## src/hdl/tbc_pkg.sv

```systemverilog
package tbc_pkg;

  // ------------------------------------------------------------------
  // widths and reset values
  // ------------------------------------------------------------------
  localparam int             TBC_CNT_W        = 16;
  localparam int             TBC_REP_W        = 8;
  localparam logic [15:0]    TBC_ARR_RESET    = 16'hFFFF;
  localparam logic [15:0]    TBC_PSC_RESET    = 16'h0000;
  localparam logic [7:0]     TBC_REP_RESET    = 8'h00;
  localparam logic [15:0]    TBC_CNT_RESET    = 16'h0000;

  // ------------------------------------------------------------------
  // field encodings
  // ------------------------------------------------------------------
  localparam logic [1:0]     TBC_CMS_EDGE     = 2'h0;
  localparam logic [1:0]     TBC_CMS_DOWNFLAG = 2'h1;
  localparam logic [1:0]     TBC_CMS_UPFLAG   = 2'h2;
  localparam logic [1:0]     TBC_CMS_BOTH     = 2'h3;
  localparam logic [2:0]     TBC_SMS_OFF      = 3'h0;

  typedef enum logic [1:0] {
    TBC_CLK_INTERNAL,
    TBC_CLK_PIN,
    TBC_CLK_EXTTRIG,
    TBC_CLK_INTTRIG
  } tbc_clk_sel_t;

  // control bits grouped as they would sit in control_register_one
  typedef struct packed {
    logic                    counterEnable;
    logic                    updateDisable;
    logic                    updateRequestSource;
    logic                    reloadPreloadEnable;
    logic                    direction;
    logic [1:0]              centerAlignSelect;
  } tbc_ctrl_t;

  // status toward the rest of the timer
  typedef struct packed {
    logic                    updateEvent;
    logic                    overflow;
    logic                    underflow;
    logic                    countingDown;
    logic                    compareFlagWindow;
  } tbc_stat_t;

endpackage : tbc_pkg

```

## src/hdl/tbc_time_base.sv

```systemverilog
`timescale 1ns/1ps
// Overview of operation
// (RULE_01) up mode counts 0..reload, wraps, overflows
// (RULE_02) update only after repetition plus one overflows
// (RULE_03) force update gives update in every mode
// (RULE_04) update disable blocks update and shadow loads
// (RULE_05) request source hides flag on forced update
// (RULE_06) update reloads repetition, reload shadow, prescaler
// (RULE_07) down mode counts reload..0, reloads, underflows
// (RULE_08) down mode, disabled updates: restart active reload
// (RULE_09) down mode loads new shadow before counter
// (RULE_10) center mode: up to reload-1, down to 1
// (RULE_11) center select picks compare flag direction
// (RULE_12) center mode direction is hardware driven
// (RULE_13) center updates both ways; force restarts counters
// (RULE_14) center mode, disabled updates: keep counting
// (RULE_15) repetition decrements per over/underflow; update at zero
// (RULE_16) shadow transfers every repetition plus one flows
// (RULE_17) forced update immediate, reloads repetition counter
// (RULE_18) odd repetition: phase set by write timing
// (RULE_19) center mode limits repetition to 128 periods
// (RULE_20) counter tick source selectable among four
// (RULE_21) slave off: software bits only; internal clock (code: tick source still set by clkSelect in every slave mode)
// (RULE_22) reload shadow immediate or at update
// (RULE_23) prescaler divides 1..65536, new ratio at update
// (RULE_24) counting begins one cycle after enable
module tbc_time_base
  import tbc_pkg::*;
#(
  parameter int CNT_W = TBC_CNT_W,
  parameter int REP_W = TBC_REP_W
)(
  // clock and reset
  input  wire logic                 sys_clk,
  input  wire logic                 rst,
  // control
  input  wire tbc_pkg::tbc_ctrl_t   ctrl,
  input  wire logic [2:0]           slaveModeSelect,
  input  wire tbc_pkg::tbc_clk_sel_t clkSelect,
  input  wire logic                 forceUpdateBit,
  input  wire logic                 slaveForceUpdate,
  input  wire logic                 updateFlagClear,
  // preload values
  input  wire logic [CNT_W-1:0]     autoReloadValue,
  input  wire logic [CNT_W-1:0]     prescalerValue,
  input  wire logic [REP_W-1:0]     repetitionValue,
  // external tick sources
  input  wire logic                 pinClock,
  input  wire logic                 externalTriggerInput,
  input  wire logic                 internalTriggerInputs,
  // outputs
  output tbc_pkg::tbc_stat_t        stat,
  output logic                      updateFlag,
  output logic [CNT_W-1:0]          counterValue,
  output logic [CNT_W-1:0]          activeReload
);
  import tbc_pkg::*;

  // ------------------------------------------------------------------
  // tick source synchronisers and edge detect
  // ------------------------------------------------------------------
  logic [2:0] srcMeta;
  logic [2:0] srcSync;
  logic [2:0] srcPrev;
  logic       extTick;

  // rising edge of a synchronised tick source
  function automatic logic rise_of(input logic nowLevel, input logic lastLevel);
    rise_of = nowLevel & ~lastLevel;
  endfunction : rise_of

  always_ff @(posedge sys_clk or posedge rst)
  begin
    if (rst)
    begin
      srcMeta <= 3'h0;
      srcSync <= 3'h0;
    end
    else
    begin
      srcMeta <= {internalTriggerInputs, externalTriggerInput, pinClock};
      srcSync <= srcMeta;
    end
  end

  always_ff @(posedge sys_clk or posedge rst)
  begin
    if (rst)
      srcPrev <= 3'h0;
    else
      srcPrev <= srcSync;
  end

  always_comb
  begin
    case (clkSelect) // [RULE_20]
      TBC_CLK_PIN:     extTick = rise_of(srcSync[0], srcPrev[0]);
      TBC_CLK_EXTTRIG: extTick = rise_of(srcSync[1], srcPrev[1]);
      TBC_CLK_INTTRIG: extTick = rise_of(srcSync[2], srcPrev[2]);
      default:         extTick = 1'b1; // [RULE_21]
    endcase
  end

  // ------------------------------------------------------------------
  // enable delay and prescaler
  // ------------------------------------------------------------------
  logic             running;
  logic [CNT_W-1:0] pscCount;
  logic [CNT_W-1:0] pscActive;
  logic             counterTick;
  logic             forceNow;
  logic             updateEvent;

  // slave-driven force only honoured when slave mode is on
  assign forceNow = forceUpdateBit | (slaveForceUpdate & (slaveModeSelect != TBC_SMS_OFF)); // [RULE_21]

  always_ff @(posedge sys_clk or posedge rst)
  begin
    if (rst)
      running <= 1'b0;
    else
      running <= ctrl.counterEnable; // [RULE_24]
  end

  assign counterTick = running & extTick & (pscCount == pscActive);

  always_ff @(posedge sys_clk or posedge rst)
  begin
    if (rst)
      pscCount <= TBC_PSC_RESET;
    else if (forceNow)
      pscCount <= '0; // [RULE_13]
    else if (running & extTick)
      pscCount <= (pscCount == pscActive) ? '0 : pscCount + 1'b1; // [RULE_23]
  end

  always_ff @(posedge sys_clk or posedge rst)
  begin
    if (rst)
      pscActive <= TBC_PSC_RESET;
    else if (updateEvent)
      pscActive <= prescalerValue; // [RULE_06] [RULE_23]
  end

  // ------------------------------------------------------------------
  // counter and direction
  // ------------------------------------------------------------------
  logic             center;
  logic             down;
  logic             atTop;
  logic             atBottom;
  logic             overflowEv;
  logic             underflowEv;
  logic [CNT_W-1:0] next_reload;
  logic             next_down;
  logic [CNT_W-1:0] next_count;

  assign center = (ctrl.centerAlignSelect != TBC_CMS_EDGE); // [RULE_11]

  // reload shadow: direct when preload off, else only at update
  assign next_reload = ctrl.reloadPreloadEnable ? activeReload : autoReloadValue; // [RULE_22]

  assign atTop       = center ? (counterValue >= activeReload - 1'b1) : (counterValue >= activeReload);
  assign atBottom    = center ? (counterValue <= {{(CNT_W-1){1'b0}}, 1'b1}) : (counterValue == '0);
  assign overflowEv  = counterTick & ~down & atTop; // [RULE_01] [RULE_10]
  assign underflowEv = counterTick & down & atBottom; // [RULE_07] [RULE_10]

  always_comb
  begin
    next_down = down;
    if (!center)
      next_down = ctrl.direction;
    else if (overflowEv)
      next_down = 1'b1; // [RULE_12]
    else if (underflowEv | forceNow)
      next_down = 1'b0; // [RULE_12]
  end

  always_ff @(posedge sys_clk or posedge rst)
  begin
    if (rst)
      down <= 1'b0;
    else
      down <= next_down;
  end

  // reload value the counter sees on this cycle's underflow
  function automatic logic [CNT_W-1:0] next_shadow(input logic upd);
    next_shadow = upd ? autoReloadValue : activeReload; // [RULE_09]
  endfunction : next_shadow

  always_comb
  begin
    next_count = counterValue;
    if (forceNow)
      next_count = (down & !center) ? next_shadow(updateEvent) : '0; // [RULE_03] [RULE_13]
    else if (overflowEv)
      next_count = center ? activeReload : '0; // [RULE_01] [RULE_04] [RULE_10]
    else if (underflowEv)
      next_count = center ? '0 : next_shadow(updateEvent); // [RULE_07] [RULE_08] [RULE_09] [RULE_14]
    else if (counterTick)
      next_count = down ? counterValue - 1'b1 : counterValue + 1'b1;
  end

  always_ff @(posedge sys_clk or posedge rst)
  begin
    if (rst)
      counterValue <= TBC_CNT_RESET;
    else
      counterValue <= next_count;
  end

  // ------------------------------------------------------------------
  // repetition counter and update event
  // ------------------------------------------------------------------
  logic [REP_W-1:0] repCount;
  logic             flowEv;
  logic             updFire;
  logic [REP_W-1:0] next_rep;

  assign flowEv  = center ? (overflowEv | underflowEv) : (down ? underflowEv : overflowEv); // [RULE_15]
  // repetition width bounds center mode to 128 periods
  assign updFire = flowEv & (repCount == '0); // [RULE_02] [RULE_15] [RULE_16] [RULE_19]
  assign updateEvent = ~ctrl.updateDisable & (updFire | forceNow); // [RULE_03] [RULE_04]

  always_comb
  begin
    next_rep = repCount;
    if (updateEvent)
      next_rep = repetitionValue; // [RULE_06] [RULE_17]
    else if (flowEv & (repCount != '0))
      next_rep = repCount - 1'b1; // [RULE_15] [RULE_18]
  end

  always_ff @(posedge sys_clk or posedge rst)
  begin
    if (rst)
      repCount <= TBC_REP_RESET;
    else
      repCount <= next_rep;
  end

  always_ff @(posedge sys_clk or posedge rst)
  begin
    if (rst)
      activeReload <= TBC_ARR_RESET;
    else if (updateEvent)
      activeReload <= autoReloadValue; // [RULE_06] [RULE_16]
    else
      activeReload <= next_reload; // [RULE_22]
  end

  // ------------------------------------------------------------------
  // update flag and status
  // ------------------------------------------------------------------
  logic flagSet;
  logic next_window;

  assign flagSet = updateEvent & ~(forceNow & ctrl.updateRequestSource); // [RULE_05]

  always_ff @(posedge sys_clk or posedge rst)
  begin
    if (rst)
      updateFlag <= 1'b0;
    else if (flagSet)
      updateFlag <= 1'b1; // [RULE_06]
    else if (updateFlagClear)
      updateFlag <= 1'b0;
  end

  // compare flag window per center-align select
  always_comb
  begin
    case (ctrl.centerAlignSelect)
      TBC_CMS_EDGE:     next_window = 1'b1;
      TBC_CMS_DOWNFLAG: next_window = down; // [RULE_11]
      TBC_CMS_UPFLAG:   next_window = ~down; // [RULE_11]
      TBC_CMS_BOTH:     next_window = 1'b1; // [RULE_11]
      default:          next_window = 1'b1;
    endcase
  end

  always_ff @(posedge sys_clk or posedge rst)
  begin
    if (rst)
      stat <= '0;
    else
    begin
      stat.updateEvent       <= updateEvent;
      stat.overflow          <= overflowEv;
      stat.underflow         <= underflowEv;
      stat.countingDown      <= down; // [RULE_12]
      stat.compareFlagWindow <= next_window; // [RULE_11]
    end
  end

endmodule : tbc_time_base

```

## config.mk

```make
export PLATFORM = sky130hd
export DESIGN_NAME = tbc_time_base
export DESIGN_NICKNAME = d
export VERILOG_FILES = /design/src/hdl/tbc_pkg.sv /design/src/hdl/tbc_time_base.sv
export SDC_FILE = /design/constraint.sdc
export NUM_CORES = 1
export LEC_CHECK = 0
export BUFFER_PORTS_ARGS = -buffer_cell sky130_fd_sc_hd__buf_4
export CAP_MARGIN = 20
export CORE_AREA = 3 3 174 91
export CTS_CLUSTER_DIAMETER = 30
export DETAILED_ROUTE_END_ITERATION = 16
export DIE_AREA = 0 0 177 94
export SLEW_MARGIN = 25
export SYNTH_ARGS = -nofsm -noshare
export SYNTH_HDL_FRONTEND = slang
export SYNTH_SLANG_ARGS = --single-unit
```

## constraint.sdc

```tcl
create_clock -name sys_clk -period 6.1 [get_ports sys_clk]
set_clock_uncertainty 0.2 [all_clocks]
set_input_delay 0.61 -clock sys_clk [delete_from_list [all_inputs] [get_ports sys_clk]]
set_output_delay 0.61 -clock sys_clk [all_outputs]
set_load 0.02 [all_outputs]
```

==> results list <==
- Status: completed
- After clock tree synthesis, the clock-pin slew on the worst setup and hold paths is 0.07 ns.
- Data on the critical path is required at its endpoint by 6.17 ns.
- Count of cells resized by post-cts repair: 0
- Via count of the routed design: 4,861
* Power density relative to cell area: 242.9 nW/µm²
* Number of hold buffers added after CTS: 0
- First-pass detailed-route iteration total: 6
- Clock network latency to the later pin of the worst-skew pair: 0.35 ns
- WP data arrival: 5.31 ns
- Summed over all layers, the global routing overflow is 0.
- After detailed routing, the number of vias per cell comes to 5.450.
- For this design the top-level I/O count stands at 98.
* Cell-by-cell listing of the critical path: nor4_1 -> nand2_1 -> or4_1 -> or3_1 -> xnor2_1 -> ha_1 -> and4_1 -> o31ai_1 -> or4_1 -> o2111ai_1 -> and4_1 -> or2_2 -> or2b_1 -> buf_4 -> mux2_2
- The critical path in this run is classified as flop to flop.
* Total core area: 14,390 µm²
- Proportion of layout cells with a drive suffix above 1: 25.79%
- After detailed routing, the number of remaining DRC violations is 0.
- After the first detailed-routing iteration, the DRC count stood at 322.
* Number of nets at the end of the flow: 790
* Number of cells on the worst reg-to-reg path: 15
- Wire length of the first global-routing pass: 25,170 µm
* Synth Register Bits: 89
- Summing the sequential cell areas from Yosys gives 38.91% of the chip area.
* Reported leakage power: 3.133 nW
- Root cell of the clock tree: sky130_fd_sc_hd__clkbuf_16
* Crit start category: flop
- In this run the worst path has a maximum fanout of 16.
* Peak supply drop: 0.0001275 V
- Main area contributors after synthesis: sky130_fd_sc_hd__dfrtp_1, sky130_fd_sc_hd__ha_1, sky130_fd_sc_hd__dfstp_2
- Unrepaired setup endpoints after global routing: no
* Portion of synthesized cell area occupied by the leading cell type: 31.63%
- The tool flagged a number of max-cap violations equal to 0.
* Number of enable flip-flop cells after synthesis: 0
* Count of cell types in the netlist: 63
- Remaining number of nets flagged by the antenna check after routing: 0
- In this run the critical register-to-register path is launched from activeReload[5].
* Clock H-tree levels: 3
* Transition time at the pin with the least slew margin: 0.8642 ns
* Share of async-settable or async-resettable flops after synthesis: 100.0%
- Average wire per cell in the routed design: 17.23 µm
* YS warnings: 0
- The clock passes through at most 2 buffers.
* Largest net degree at the start of global routing: 57
- Core Rows: 31
- Ratio of final minimum period to clock period: 85.80%
- Antenna violations before repair: 0
- Detailed-placement wirelength estimate: 11,390 µm
* Largest stage delay, worst path: 0.60 ns
* Mapped Nets: 700
* Total Wirelength: 15,370 µm
- Total Die Area: 16,640 µm²
* Kind of capture point of the worst setup path: flop
- TritonCTS created 9 clock buffers.
- Summed instance area of the synthesized netlist: 5776 µm²
- Post-layout power: 1.701 mW
- Number of endpoints failing setup at the final stage: 0
* Commonest cells in the synthesized netlist: sky130_fd_sc_hd__dfrtp_1, sky130_fd_sc_hd__nand2_1, sky130_fd_sc_hd__nor2_1
- The repair_antennas step left the layout with diodes totalling 0.
* Most numerous cell in the Yosys netlist: sky130_fd_sc_hd__dfrtp_1
- Cell at the slowest stage of the critical path: sky130_fd_sc_hd__nor4_1
* Worst Hold Class: primary input to asynchronous set/reset pin
- Endpoints failing hold: 0
- Synthesis-to-finish area growth: 21.21%
* Overall track demand over capacity in global routing: 19.04%
- Fmax achieved: 191.1 MHz
* Average cell area after synthesis: 9.642 µm²
- Number of global-route vias before repair: 4,849
- CTS sink count: 89
* Cell type with the highest aggregate area in the netlist: sky130_fd_sc_hd__dfrtp_1
- Once the floorplan was initialized, standard cells occupied 40.14% of the core.
- In this run the tightest slew margin relative to its limit is 42.24%.
- Reg2Reg Capture Point: activeReload[6]
* Clock tree from TritonCTS: done
* Count of filler cells inserted in the layout: 1,389
* Sum Neg Setup Slack: 0 ns
* Final RePlAce weighted congestion: 0.8591
- For flop-to-flop paths, the worst setup slack is 0.87 ns.
- From left edge to right edge, the die measures 177 µm.
- Final Slew Violations: 0
- Final min period: 5.234 ns
* Count of buffers inserted at the top-level ports: 97
- Post-CTS Repair Setup Buffers: 0
- For this run, the leading register cell type out of synthesis is sky130_fd_sc_hd__dfrtp_1.
- The floorplan step set the die height to 94 µm.
* Synth Instances: 599
## worst max path at each step
stage                     from               to  slack, ns
2_1_floorplan  activeReload[5]      repCount[3]       1.67
4_1_cts        activeReload[5]      repCount[2]       0.90
5_1_grt        activeReload[5]      repCount[2]       0.56
3_3_place_gp   activeReload[5]      repCount[2]       1.07
3_5_place_dp   activeReload[5]      repCount[2]       0.92
6_report       activeReload[5]  activeReload[6]       0.87
## where the power goes
group / total (mW) / internal (mW) / switching (mW)
logic: 0.360 / 0.171 / 0.189
clock network: 0.632 / 0.376 / 0.255
registers: 0.709 / 0.646 / 0.0623
## registers in the layout, summed over array words and instances, names as in the netlist, 3 cells and up
register      count
activeReload     16
counterValue     16
pscActive        16
pscCount         16
repCount          8
srcMeta           3
srcPrev           3
srcSync           3
stat              5
## cell usage in the layout (no fill, tap or decap), types with 3 or more instances in the layout
master and instances:
sky130_fd_sc_hd__nand4_1 8, sky130_fd_sc_hd__nor2b_1 4, sky130_fd_sc_hd__or4_1 4, sky130_fd_sc_hd__a21oi_1 27, sky130_fd_sc_hd__inv_1 31, sky130_fd_sc_hd__dfstp_2 16, sky130_fd_sc_hd__clkbuf_16 9, sky130_fd_sc_hd__nand3_1 11
sky130_fd_sc_hd__nand2_1 56, sky130_fd_sc_hd__ha_1 41, sky130_fd_sc_hd__mux2i_1 6, sky130_fd_sc_hd__nor3b_1 11, sky130_fd_sc_hd__o21ai_0 28, sky130_fd_sc_hd__dfrtp_1 73, sky130_fd_sc_hd__and4_1 5, sky130_fd_sc_hd__mux2_4 10
sky130_fd_sc_hd__nand3b_1 3, sky130_fd_sc_hd__a41oi_1 3, sky130_fd_sc_hd__nor3_1 15, sky130_fd_sc_hd__and3_1 4, sky130_fd_sc_hd__nor4_1 13, sky130_fd_sc_hd__o22ai_1 4, sky130_fd_sc_hd__o21a_1 3, sky130_fd_sc_hd__buf_4 103
sky130_fd_sc_hd__xor2_1 27, sky130_fd_sc_hd__a221o_1 3, sky130_fd_sc_hd__nand2b_1 5, sky130_fd_sc_hd__nor2_1 44, sky130_fd_sc_hd__mux2_2 23, sky130_fd_sc_hd__or2_2 6, sky130_fd_sc_hd__a222oi_1 10, sky130_fd_sc_hd__or3_1 10
sky130_fd_sc_hd__a31oi_1 5, sky130_fd_sc_hd__o31ai_1 5, sky130_fd_sc_hd__o211ai_1 7, sky130_fd_sc_hd__xnor2_1 24
## cells by family after synthesis
| logic type | synth area share (%) |
|---|---|
| AND/OR/NAND/NOR | 18.46 |
| AO/OA/AOI/OAI | 13.52 |
| flip-flops | 38.91 |
| buffers and inverters | 4.376 |
| XOR/XNOR | 7.734 |
| adder cells (fa/ha/maj) | 8.882 |
| multiplexers | 8.124 |
## worst max-delay path, delay by kind of cell, from the launching register on
| family | cells | cell delay (ns) |
|---|---|---|
| XOR/XNOR | 1 | 0.14 |
| multiplexers | 1 | 0.38 |
| AO/OA/AOI/OAI | 2 | 0.26 |
| AND/OR/NAND/NOR | 9 | 3.15 |
| flip-flops | 1 | 0.39 |
| adder cells (fa/ha/maj) | 1 | 0.32 |
| buffers and inverters | 1 | 0.31 |
## layer usage
metal	part of all wire, %	GRT usage, %
met1	47	25.89
met2	47	30.94
met3	5.2	3.793
met4	1.7	5.487
met5	0	0
## final cells by class
cell class	count	area, µm²	share of cell area (%)
Multi-Input combinational cell	454	3276	46.79
Sequential cell	89	2247	32.10
Timing Repair Buffer	103	773.2	11.05
Tap cell	198	247.7	3.539
Clock buffer	10	239.0	3.414
Inverter	32	121.4	1.734
Clock inverter	6	96.34	1.376
## stage by stage
step	util [%]	instance area (µm²)	setup WS (ns)	cells	hold WS [ns]
2_1_floorplan	-	5776	1.672	599	0.1312
3_3_place_gp	46.32	6665	1.069	876	0.1384
3_5_place_dp	46.32	6665	0.9233	876	0.1347
4_1_cts	48.65	7000	0.9038	892	0.1274
5_1_grt	48.65	7000	0.5597	892	0.1539
6_report	48.65	7000	0.8662	892	0.1133
No activity file was read; power rests on OpenSTA's default activity.
